--- config.mk ---
export PLATFORM = sky130hd
export DESIGN_NAME = dtc_timer_pair
export DESIGN_NICKNAME = d
export VERILOG_FILES = /design/src/rtl/dtc_unit.v /design/src/rtl/dtc_timer_pair.v
export VERILOG_INCLUDE_DIRS = /design/src /design/src/rtl
export SDC_FILE = /design/constraint.sdc
export NUM_CORES = 1
export LEC_CHECK = 0
export BUFFER_PORTS_ARGS = -buffer_cell sky130_fd_sc_hd__buf_2
export CAP_MARGIN = 5
export CORE_MARGIN = 10
export CORE_UTILIZATION = 55
export DETAILED_ROUTE_END_ITERATION = 10
export PLACE_DENSITY = 0.77
export SYNTH_ARGS = -nofsm -noshare
export SYNTH_HDL_FRONTEND = slang
export SYNTH_SLANG_ARGS = --single-unit
--- constraint.sdc ---
create_clock -name i_clk -period 2.2 [get_ports i_clk]
set_input_delay 0.22 -clock i_clk [delete_from_list [all_inputs] [get_ports i_clk]]
set_output_delay 0.22 -clock i_clk [all_outputs]
set_load 0.02 [all_outputs]
--- src/rtl/dtc_defines.vh ---
// constants for the dual 8-bit timer counter
`ifndef DTC_DEFINES_VH
`define DTC_DEFINES_VH

// register file addresses (4-bit data)
`define DTC_RF_PORT_SEL 7'h0B
`define DTC_RF_T0_MODE 7'h11
`define DTC_RF_T1_MODE 7'h12

// mode register fields
`define DTC_MODE_RUN 3
`define DTC_MODE_CLR 2
`define DTC_MODE_CK_HI 1
`define DTC_MODE_CK_LO 0
`define DTC_MODE_RESET 4'h0

// port select register field
`define DTC_PSEL_TOGGLE 3

// clock select codes
`define DTC_CK_DIV256 2'h0
`define DTC_CK_DIV64 2'h1
`define DTC_CK_DIV16 2'h2
`define DTC_CK_ALT 2'h3

// prescaler masks, the tick fires when the masked bits are all ones
`define DTC_PRE_M256 8'hFF
`define DTC_PRE_M64 8'h3F
`define DTC_PRE_M16 8'h0F

// peripheral (8-bit) addresses
`define DTC_PER_MOD0 2'h0
`define DTC_PER_MOD1 2'h1
`define DTC_PER_CNT0 2'h2
`define DTC_PER_CNT1 2'h3

`endif

--- src/rtl/dtc_unit.v ---
// one 8-bit count register with modulo compare
`timescale 1ns/1ns
module dtc_unit (
	// clock and reset
	input wire i_clk,
	input wire i_rst,
	// control
	input wire i_clear,
	input wire i_run,
	input wire i_pulse,
	// modulo write
	input wire i_mod_wr,
	input wire [7:0] i_mod_wdata,
	// status
	output reg [7:0] o_count,
	output wire o_equal,
	output reg o_wrap
);
	reg [7:0] modulo_r;

	assign o_equal = (o_count == modulo_r);

	always @(posedge i_clk) begin
		if (i_rst) begin
			modulo_r <= 8'h00;
		end else if (i_mod_wr) begin
			modulo_r <= i_mod_wdata;
		end
	end

	always @(posedge i_clk) begin
		if (i_rst) begin
			o_count <= 8'h00;
			o_wrap <= 1'b0;
		end else begin
			o_wrap <= 1'b0;
			if (i_clear) begin
				o_count <= 8'h00;
			end else if (i_run && i_pulse) begin
				if (o_equal) begin
					o_count <= 8'h00;
					o_wrap <= 1'b1;
				end else begin
					o_count <= o_count + 8'h01;
				end
			end
		end
	end
endmodule // dtc_unit

--- src/rtl/dtc_timer_pair.v ---
// two 8-bit timer counters with mode registers and toggle output
`timescale 1ns/1ns
`include "dtc_defines.vh"

module dtc_timer_pair (
	// clock and reset
	input wire i_clk,
	input wire i_rst,
	// register file port (4-bit)
	input wire [6:0] i_rf_addr,
	input wire i_rf_wr,
	input wire i_rf_rd,
	input wire [3:0] i_rf_wdata,
	output reg [3:0] o_rf_rdata,
	// peripheral port (8-bit)
	input wire [1:0] i_per_addr,
	input wire i_per_wr,
	input wire i_per_rd,
	input wire [7:0] i_per_wdata,
	output reg [7:0] o_per_rdata,
	// external interrupt pin, synchronous
	input wire i_int_pin,
	// interrupt acknowledge from the cpu
	input wire [1:0] i_irq_ack,
	// interrupt request flags
	output reg o_first_timer_irq_flag,
	output reg o_second_timer_irq_flag,
	// toggle output pin, enable low while driving
	output reg o_first_timer_toggle_out,
	output reg o_toggle_out_oe_n
);
	reg [7:0] pre_r;
	reg int_prev_r;
	reg [1:0] run_r;
	reg [1:0] clear_r;
	reg [3:0] clksel_r;
	reg toggle_out_select_r;
	wire [15:0] count_w;
	wire [1:0] wrap_w;
	wire [1:0] alt_w;
	wire int_edge;
	wire t0_mode_wr;
	wire t1_mode_wr;
	wire psel_wr;

	// count pulse for one clock select code
	function pick_pulse;
		input [1:0] sel;
		input [7:0] pre;
		input alt;
		begin
			case (sel)
				`DTC_CK_DIV256: pick_pulse = (pre & `DTC_PRE_M256) ==
					`DTC_PRE_M256;
				`DTC_CK_DIV64: pick_pulse = (pre & `DTC_PRE_M64) ==
					`DTC_PRE_M64;
				`DTC_CK_DIV16: pick_pulse = (pre & `DTC_PRE_M16) ==
					`DTC_PRE_M16;
				default: pick_pulse = alt;
			endcase
		end
	endfunction

	// mode read: clear bit always reads zero
	function [3:0] mode_read;
		input run;
		input [1:0] sel;
		begin
			mode_read = {run, 1'b0, sel};
		end
	endfunction

	// register file address decode
	function rf_hit;
		input [6:0] addr;
		input [6:0] target;
		begin
			rf_hit = (addr == target);
		end
	endfunction

	assign int_edge = i_int_pin & ~int_prev_r;
	assign alt_w = {wrap_w[0], int_edge};
	assign t0_mode_wr = i_rf_wr && rf_hit(i_rf_addr, `DTC_RF_T0_MODE);
	assign t1_mode_wr = i_rf_wr && rf_hit(i_rf_addr, `DTC_RF_T1_MODE);
	assign psel_wr = i_rf_wr && rf_hit(i_rf_addr, `DTC_RF_PORT_SEL);

	always @(posedge i_clk) begin
		if (i_rst) begin
			pre_r <= 8'h00;
			int_prev_r <= 1'b0;
		end else begin
			pre_r <= pre_r + 8'h01;
			int_prev_r <= i_int_pin;
		end
	end

	// mode registers
	always @(posedge i_clk) begin
		if (i_rst) begin
			run_r <= 2'h0;
			clear_r <= 2'h0;
			clksel_r <= 4'h0;
			toggle_out_select_r <= 1'b0;
		end else begin
			clear_r <= 2'h0;
			if (t0_mode_wr) begin
				run_r[0] <= i_rf_wdata[`DTC_MODE_RUN];
				clear_r[0] <= i_rf_wdata[`DTC_MODE_CLR];
				clksel_r[1:0] <= i_rf_wdata[`DTC_MODE_CK_HI:
					`DTC_MODE_CK_LO];
			end
			if (t1_mode_wr) begin
				run_r[1] <= i_rf_wdata[`DTC_MODE_RUN];
				clear_r[1] <= i_rf_wdata[`DTC_MODE_CLR];
				clksel_r[3:2] <= i_rf_wdata[`DTC_MODE_CK_HI:
					`DTC_MODE_CK_LO];
			end
			if (psel_wr) begin
				toggle_out_select_r <= i_rf_wdata[`DTC_PSEL_TOGGLE];
			end
		end
	end

	genvar gi;
	generate
		for (gi = 0; gi < 2; gi = gi + 1) begin : g_tmr
			dtc_unit u_unit (
				.i_clk(i_clk),
				.i_rst(i_rst),
				.i_clear(clear_r[gi]),
				.i_run(run_r[gi]),
				.i_pulse(pick_pulse(clksel_r[2*gi+1:2*gi], pre_r,
					alt_w[gi])),
				.i_mod_wr(i_per_wr && (i_per_addr == gi)),
				.i_mod_wdata(i_per_wdata),
				.o_count(count_w[8*gi+7:8*gi]),
				.o_equal(),
				.o_wrap(wrap_w[gi])
			);
		end
	endgenerate

	// interrupt flags, a set beats a clear in the same cycle
	always @(posedge i_clk) begin
		if (i_rst) begin
			o_first_timer_irq_flag <= 1'b0;
			o_second_timer_irq_flag <= 1'b0;
		end else begin
			if (wrap_w[0]) begin
				o_first_timer_irq_flag <= 1'b1;
			end else if (clear_r[0] || i_irq_ack[0]) begin
				o_first_timer_irq_flag <= 1'b0;
			end
			if (wrap_w[1]) begin
				o_second_timer_irq_flag <= 1'b1;
			end else if (clear_r[1] || i_irq_ack[1]) begin
				o_second_timer_irq_flag <= 1'b0;
			end
		end
	end

	// toggle output
	always @(posedge i_clk) begin
		if (i_rst) begin
			o_first_timer_toggle_out <= 1'b1;
			o_toggle_out_oe_n <= 1'b1;
		end else begin
			o_toggle_out_oe_n <= ~toggle_out_select_r;
			if (clear_r[0]) begin
				o_first_timer_toggle_out <= 1'b1;
			end else if (wrap_w[0]) begin
				o_first_timer_toggle_out <= ~o_first_timer_toggle_out;
			end
		end
	end

	// register file reads
	always @(posedge i_clk) begin
		if (i_rst) begin
			o_rf_rdata <= 4'h0;
		end else if (i_rf_rd) begin
			case (i_rf_addr)
				`DTC_RF_T0_MODE: o_rf_rdata <= mode_read(run_r[0],
					clksel_r[1:0]);
				`DTC_RF_T1_MODE: o_rf_rdata <= mode_read(run_r[1],
					clksel_r[3:2]);
				`DTC_RF_PORT_SEL: o_rf_rdata <= {toggle_out_select_r,
					3'h0};
				default: o_rf_rdata <= 4'h0;
			endcase
		end
	end

	// peripheral reads: counts only, modulo reads zero, count writes ignored
	always @(posedge i_clk) begin
		if (i_rst) begin
			o_per_rdata <= 8'h00;
		end else if (i_per_rd) begin
			case (i_per_addr)
				`DTC_PER_CNT0: o_per_rdata <= count_w[7:0];
				`DTC_PER_CNT1: o_per_rdata <= count_w[15:8];
				default: o_per_rdata <= 8'h00;
			endcase
		end
	end
endmodule // dtc_timer_pair

======== After elaboration in Yosys (flattened, before gate mapping) ========
Cells that the tools add are included.
operators by class
  add/subtract/negate cells ............... 3
  multipliers ............................. 0
  div/mod/pow operators ................... 0
  magnitude comparators ................... 0
  equal/unequal tests ..................... 15
  shift-type cells ........................ 0
  muxes and demuxes ....................... 12
  bitwise gates (word level) .............. 8
  reductions and logical operators ........ 20
operator list
  operator                                                                count
  8-bit by 1-bit adder with 8-bit output (second input constant)          3
  8-bit equality test                                                     2
  8-bit two-way mux                                                       2
  8-bit case mux with 2 select lines                                      1
  7-bit by 5-bit equality test with 1-bit output (second input constant)  2
  4-bit case mux with 3 select lines                                      1
  2-bit equality test (second input constant)                             4
  8-bit equality test (second input constant)                             1
  2-bit OR reduction                                                      4
  7-bit by 4-bit equality test with 1-bit output (second input constant)  1
  1-bit logical AND                                                       7
  1-bit inverter                                                          7
  2-bit by 1-bit equality test with 1-bit output (second input constant)  3
  6-bit equality test (second input constant)                             1
  2-bit logical NOT                                                       3
  1-bit two-way mux                                                       6
  1-bit case mux with 3 select lines                                      2
  3-bit OR reduction                                                      2
  4-bit equality test (second input constant)                             1
  2-bit nonzero test                                                      2
  1-bit logical OR                                                        2
  1-bit bitwise AND                                                       1
storage, ports and cells
  register bits after elaboration ......... 68
  latch bits .............................. 0
  RAM bits ................................ 0
  bits in read-only memories .............. 0
  output and inout bits ................... 16
  memories kept ........................... 0

======== Longest topological paths before layout ========
Gate-level depths: netlist (run 1).
  depth in word-level cells ............... 6
  mapped depth ............................ 7

======== Cells and area by module ========
A second synthesis (run 1) with hierarchy kept.
second synthesis, totals
  cells, all modules ...................... 341
  area total of the unflattened synthesis .. 3241.9 sq um
modules (own cells, without submodules)
  module          times used  cells each  area an instance (sq um)  sequential area each (sq um)
  dtc_unit        2           83          822.0                     340.3
  dtc_timer_pair  1           175         1597.8                    660.6

======== Worst setup path after synthesis (run 1) ========
Ideal clock, no wire load.
  kind .................................... reg2reg
  start ................................... reg pre_r[0]
  end ..................................... reg g_tmr[0].u_unit.o_count[7]
  library setup time ...................... 117 ps
  data arrival time ....................... 1505 ps
  required time ........................... 2083 ps
  path slack .............................. 578 ps
  stages on the path, launching flop included .. 8
  buffers on the path ..................... 1
  period minus slack after synthesis ...... 1622 ps
  cell sequence ........................... dfxtp_1 -> ha_1 -> nand3_2 -> nor4b_2 -> o31a_1 -> buf_4 -> o21ai_1 -> a32o_1
between the ends
  cells in the longest elaborated chain, start to end .. 3
ends and longest elaborated chain
  item                                                         line                 source
  start, declared                                              dtc_timer_pair.v:32  reg [7:0] pre_r;
  start signal, assigned                                       dtc_timer_pair.v:93  pre_r <= pre_r + 8'h01;
  8-bit equality test (no line), or another cell as far along  -
  1-bit case mux with 3 select lines *                         dtc_timer_pair.v:52  case (sel)
  1-bit logical AND *                                          dtc_unit.v:39        end else if (i_run && i_pulse) begin
  end signal, assigned                                         dtc_unit.v:44        o_count <= o_count + 8'h01;
  end, declared                                                dtc_unit.v:15        output reg [7:0] o_count,
Every way passes the cells marked *; elsewhere a longest branch is shown, timed or not.
A chain may end at the register's enable or synchronous reset.

======== Final worst setup path (run 1) ========
  start ................................... reg pre_r[0]
  end ..................................... reg g_tmr[0].u_unit.o_count[3]
The elaborated chain is that of the path after synthesis.

==> results.py, run 1 <==
metrics = {
    "floorplan": {
        "io_pins": 46,
        "fp.coreArea_mm2": 0.005473,
        "die_h_um": 94.87,
        "die-area_mm2": 0.009000,
        "initial_core_util_pct": 56.33,
        "rows": 27,
        "die_x_um": 94.87,
    },
    "global_routing": {
        "grt.overflow.total": 0,
        "grt_max_degree": 23,
        "grt_usage_pct": 16.74,
        "antenna_found_initial": 0,
        "grt_first_pass_wirelength_um": 11920,
        "grt_pass1_vias": 2512,
    },
    "synthesis": {
        "ys_seq_area_share_pct": 43.51,
        "synth-edff-count": 0,
        "yosysTopAreaCellShare_pct": 43.51,
        "synth.avg_cell_area_um2": 9.486,
        "syn_nets": 358,
        "synthArstFlopShare_pct": 0,
        "synth_area_leaders": "dfxtp_1 (44%), mux2i_1 (7.5%), nor2_1 (5.7%), a32o_1 (3.9%), xnor2_1 (3.1%)",
        "synthCells": 325,
        "synthesis.area_mm2": 0.003083,
        "synth_most_common_cell": "dfxtp_1",
        "synth_commonest_cells": "dfxtp_1 (67), nor2_1 (47), mux2i_1 (23), a21oi_1 (17), nor2b_1 (13)",
        "synth_ff_type": "dfxtp_1",
        "ys_seq_elements": 67,
        "netlist.top_cell.by_area": "dfxtp_1",
        "ys_types": 51,
        "yosysWarnings": 0,
    },
    "layout": {
        "stdcell_count": 449,
        "fin_util_pct": 65.94,
        "drive_gt1_share_pct": 19.63,
        "num-fill-cells": 456,
        "n_antenna_cell": 0,
        "area.growth.synth_to_final_pct": 17.05,
        "final_nets": 405,
    },
    "place": {
        "dp_cells": 433,
        "gp_congestion": 0.7991,
        "portBuffers": 44,
        "hpwlAfterDp_um": 5316,
    },
    "critical_path": {
        "reg2reg_depth": 6,
        "r2r-start": "pre_r[0]",
        "cp-start-kind": "flip-flop",
        "worstPathRequired_ns": 2.50,
        "critPathKind": "reg2reg",
        "path_max_fanout": 11,
        "worstPathArrival_ns": 2.31,
        "reg2reg_slack_ns": 0.18,
        "endpoint_kind": "flip-flop",
        "rr_endpoint": "g_tmr[0].u_unit.o_count[3]",
    },
    "drt": {
        "routed_wl_um": 7180,
        "drtIter0Drc": 144,
        "drc": 0,
        "vias": 2531,
        "drtAntennaViolNets": 0,
        "avgRoutedWirePerCell_um": 15.99,
        "vias_per_cell": 5.637,
        "detailedRoute.firstPassIterationCount": 4,
    },
    "clock_network": {
        "cts_tree": "done",
        "cts_setup_buffers": 0,
        "cts_hold_buffers": 0,
        "cts_made_buffers": 9,
        "clk_transition_reported_paths_ns": 0.08,
        "clock_latency_ns": 0.35,
        "htree_levels": 3,
        "numClockSinks": 67,
        "ctsResizeCount": 0,
        "cts_root_buffer": "clkbuf_8",
        "ctsLongestPathBuffers": 2,
    },
    "pwr": {
        "peakVddDrop_mv": 0.6139,
        "finalPower_w": 0.002643,
        "powerDensity_mw_per_mm2": 732.5,
        "p_leak_nw": 1.551,
    },
    "sta": {
        "min_period_ns": 2.019,
        "worst_pin_slew_ns": 0.5854,
        "final_hold_viol_count": 0,
        "setup_violations": 0,
        "slew_headroom_pct": 60.65,
        "final-max-slew-violation-count": 0,
        "finalCritPeriodShare_pct": 91.76,
        "rsz0062_at_grt": "no",
        "clock-skew-final_ns": 0.006223,
        "finalSetupTns_ns": 0,
        "fmaxAchievable_ghz": 0.4954,
    },
    "worst_hold_path": {
        "hold_depth": 2,
        "min_to": "int_prev_r",
        "hp-start": "i_int_pin",
        "hp-class": "in2reg",
    },
    "outcome": {
        "run_status": "completed",
    },
    "run": {
        "max_cap_violations": 0,
    },
}
[state kept, by name, summed over array words and instances, names as in the netlist, 2 cells and up]
| register | cells |
|---|---|
| g_tmr.u_unit.o_wrap | 2 |
| o_per_rdata | 8 |
| g_tmr.u_unit.modulo_r | 16 |
| clksel_r | 4 |
| g_tmr.u_unit.o_count | 16 |
| clear_r | 2 |
| o_rf_rdata | 3 |
| run_r | 2 |
| pre_r | 8 |
[power breakdown]
| part | internal, W | total [W] | switching [W] |
|---|---|---|---|
| Combinational | 0.0000667 | 0.000162 | 0.0000953 |
| Clock | 0.000750 | 0.00124 | 0.000489 |
| Sequential | 0.00123 | 0.00124 | 0.0000130 |
| Total | 0.00205 | 0.00264 | 0.000597 |
[layout make-up]
type | instances | area, um2 | area share (%)
Clock buffer | 9 | 123.9 | 3.433
Clock inverter | 7 | 116.4 | 3.225
Inverter | 1 | 3.754 | 0.1040
Multi-Input combinational cell | 242 | 1660 | 46.01
Sequential cell | 67 | 1341 | 37.17
Tap cell | 72 | 90.09 | 2.497
Timing Repair Buffer | 51 | 272.8 | 7.559
[cell families (layout without fill, tap and decap cells)]
group | after synthesis | in the layout | share of synthesized area, %
other cells | 1 | 1 | 0.1216
xor+xnor | 22 | 22 | 6.250
mux | 31 | 31 | 10.39
simple gates | 132 | 132 | 24.15
fa+ha+maj | 3 | 3 | 1.218
buf+inv | 16 | 68 | 2.638
flops | 67 | 67 | 43.51
compound gates | 53 | 53 | 11.73
[per-layer routing]
| layer | wire length [um] | vias to the layer above | share of wire (%) | global-route usage, % |
|---|---|---|---|---|
| met1 | 3135 | 1182 | 44 | 18.86 |
| met5 | 0 | - | 0 | 0 |
| li1 | - | 1261 | - | - |
| met4 | 97 | 0 | 1.4 | 7.357 |
| met3 | 481 | 8 | 6.7 | 5.551 |
| met2 | 3466 | 80 | 48 | 28.26 |
[cells in the final DEF (no fill, tap or decap), types with 9 or more instances in the layout]
cell type  instances
clkbuf_8           9
a32o_1            12
nor3b_1            9
nor2_1            47
mux2i_1           23
nand3_1            9
xor2_1            11
xnor2_1           11
o21ai_1           12
buf_2             44
and3_1            11
a21oi_1           17
nor2b_1           13
dfxtp_1           67
[stage by stage]
step,setup WS (ns),area [um2],hold WS [ns]
2_1_floorplan,0.5781,3083,0.3156
3_3_place_gp,0.3008,3368,0.3980
3_5_place_dp,0.2268,3368,0.3995
4_1_cts,0.1842,3608,0.07949
5_1_grt,0.01815,3608,0.08581
6_report,0.1813,3608,0.09250
[worst max-delay path: stages, from the launching register on]
cell	delay (ns)
dfxtp_1	0.38
ha_1	0.22
nand3_2	0.19
nor4b_2	0.25
o31a_1	0.40
nor2b_2	0.35
a32o_1	0.17
[how the worst max path moves through the flow]
stage,startpoint,end,slack [ns],cells past startpoint
3_5_place_dp,pre_r[0],g_tmr[0].u_unit.o_count[4],0.23,6
2_1_floorplan,pre_r[0],g_tmr[0].u_unit.o_count[7],0.58,7
4_1_cts,pre_r[0],g_tmr[0].u_unit.o_count[4],0.18,6
6_report,pre_r[0],g_tmr[0].u_unit.o_count[3],0.18,6
3_3_place_gp,pre_r[0],g_tmr[0].u_unit.o_count[7],0.30,6
5_1_grt,pre_r[0],g_tmr[0].u_unit.o_count[4],0.02,6
Power figures use the tool's default switching activity.
==> run 2: changes to the inputs <==
--- a/config.mk
+++ b/config.mk
@@ -9,9 +9,9 @@
 export BUFFER_PORTS_ARGS = -buffer_cell sky130_fd_sc_hd__buf_2
 export CAP_MARGIN = 5
 export CORE_MARGIN = 10
-export CORE_UTILIZATION = 55
+export CORE_UTILIZATION = 35
 export DETAILED_ROUTE_END_ITERATION = 10
-export PLACE_DENSITY = 0.77
+export SLEW_MARGIN = 40
 export SYNTH_ARGS = -nofsm -noshare
 export SYNTH_HDL_FRONTEND = slang
 export SYNTH_SLANG_ARGS = --single-unit
==> run 2 against run 1 <==
  * Cell count up 7.8%
  * Critical path depth unchanged
  * Routed wire length up 4.0%
  * Die area up 44%
  * Sequential power about the same
  * Sequential cell count unchanged
  * Global-route usage down 5.0 points
  * Critical endpoint unchanged
==> results.py, run 2 (synthesized netlist as in run 1, its figures left out) <==
metrics = {
    "outcome": {
        "run_status": "completed",
    },
    "global_routing": {
        "grt_max_degree": 34,
        "antenna_found_initial": 0,
        "grt.overflow.total": 0,
        "use_met2_pct": 17.45,
        "grt_first_pass_wirelength_um": 12410,
        "use_met3_pct": 4.199,
        "busiest_layer": "met2",
        "grt_usage_pct": 11.74,
        "grt_pass1_vias": 2458,
        "met1_usage_pct": 15.64,
    },
    "clock_network": {
        "clock_latency_ns": 0.34,
        "cts_made_buffers": 9,
        "cts_tree": "done",
        "ctsResizeCount": 0,
        "cts_setup_buffers": 0,
        "cts_hold_buffers": 0,
        "clk_transition_reported_paths_ns": 0.07,
        "htree_levels": 3,
        "ctsLongestPathBuffers": 2,
        "cts_root_buffer": "clkbuf_8",
        "numClockSinks": 67,
    },
    "layout": {
        "area.growth.synth_to_final_pct": 17.33,
        "multiInputGateArea_mm2": 0.001660,
        "seq_area_mm2": 0.001341,
        "layout_commonest_cell": "dfxtp_1",
        "layout_common_cells": "dfxtp_1 (67), nor2_1 (47), buf_2 (44), mux2i_1 (23), a21oi_1 (17)",
        "stdcell_count": 484,
        "fin_util_pct": 41.89,
        "drive_gt1_share_pct": 19.41,
        "fin_area_mm2": 0.003617,
        "n_antenna_cell": 0,
        "num-fill-cells": 864,
        "largestRegisters": "g_tmr.u_unit.modulo_r: 16 flops, g_tmr.u_unit.o_count: 16 flops",
        "final_nets": 407,
    },
    "sta": {
        "worst_pin_slew_ns": 0.5929,
        "rsz0062_at_grt": "no",
        "fmaxAchievable_ghz": 0.4934,
        "min_period_ns": 2.027,
        "finalSetupTns_ns": 0,
        "finalCritPeriodShare_pct": 92.13,
        "clock-skew-final_ns": 0.009136,
        "final-max-slew-violation-count": 0,
        "setup_violations": 0,
        "layout_setup_ws_ns": 0.1732,
        "slew_headroom_pct": 60.14,
        "final_hold_viol_count": 0,
    },
    "place": {
        "hpwlAfterDp_um": 5547,
        "placed_cell_area_mm2": 0.003428,
        "portBuffers": 44,
        "dp_slack_ns": 0.2393,
        "dp_cells": 471,
        "gp_congestion": 0.8193,
    },
    "drt": {
        "drc": 0,
        "vias_per_cell": 5.196,
        "drtIter0Drc": 132,
        "vias": 2515,
        "avgRoutedWirePerCell_um": 15.43,
        "detailedRoute.firstPassIterationCount": 7,
        "drtAntennaViolNets": 0,
        "routed_wl_um": 7467,
    },
    "pwr": {
        "powerDensity_mw_per_mm2": 668.8,
        "pwr-share-comb_pct": 6.6,
        "internal_power_w": 0.001861,
        "pwr-share-clk_pct": 42.0,
        "p_leak_nw": 1.537,
        "peakVddDrop_mv": 0.2897,
        "p_switching_w": 0.0005578,
        "netSwitchingFraction_pct": 23.06,
        "seqPwrFrac_pct": 51.4,
    },
    "critical_path": {
        "cp-start-kind": "flip-flop",
        "worstPathArrival_ns": 2.31,
        "critPathKind": "reg2reg",
        "path_max_fanout": 11,
        "worstPathRequired_ns": 2.48,
        "endpoint_kind": "flip-flop",
    },
    "run": {
        "max_cap_violations": 0,
    },
    "floorplan": {
        "io_pins": 46,
        "fp.coreArea_mm2": 0.008636,
        "initial_core_util_pct": 35.70,
        "die_h_um": 113.9,
        "rows": 34,
        "die_x_um": 113.9,
        "die-area_mm2": 0.01296,
    },
    "worst_hold_path": {
        "hp-class": "in2reg",
    },
}
run 2: cell types whose count changed in the layout (fill, tap and decap cells not counted), sizes merged:
cell    delta
buf        +2
bufinv     -2
clkbuf     +2
clkinv     -3
run 2: path summary, 6_finish.rpt:
path | from | cells past startpoint | to | slack (ns)
worst max register to register | pre_r[0] | 6 | g_tmr[0].u_unit.o_count[3] | 0.17
worst max-delay path | pre_r[0] | 6 | g_tmr[0].u_unit.o_count[3] | 0.17
worst min-delay path | i_int_pin | 2 | int_prev_r | 0.1
worst min register to register | toggle_out_select_r | 1 | o_toggle_out_oe_n | 0.41
run 2: cell type report:
| type | count | area share, % |
|---|---|---|
| flip-flops and latches | 67 | 37.08 |
| inverters | 1 | 0.1038 |
| clock inverters | 2 | 1.038 |
| clock buffers | 11 | 4.185 |
| multi-input cells | 242 | 45.90 |
| well taps | 108 | 3.736 |
| repair buffers | 53 | 7.956 |
run 2: per-stage QoR:
stage                     power [W]  hold slack, ns
after floorplan            0.001371          0.3156
after global placement     0.001428          0.4007
after detailed placement   0.001431          0.3994
after CTS                  0.002445         0.09181
after global routing       0.002533          0.1015
final                      0.002419         0.09602
run 2: critical path: stages (launching register included):
cell and delay, ns:
dfxtp_1 0.38, ha_1 0.21, nand3_2 0.17, nor4b_2 0.25, o31a_1 0.41, nor2b_2 0.37
a32o_1 0.17
run 2: routing by layer:
metal,vias up,share of wire [%]
met5,-,0
met4,0,1.1
met3,7,5.8
met2,64,44
met1,1183,49
li1,1261,-
run 2: power by group through the flow:
stage          logic (W)  clock network (W)  registers, W
3_3_place_gp    0.000159                  0       0.00127
5_1_grt         0.000178            0.00111       0.00124
2_1_floorplan   0.000104                  0       0.00127
4_1_cts         0.000161            0.00104       0.00124
6_report        0.000161            0.00102       0.00124
3_5_place_dp    0.000161                  0       0.00127
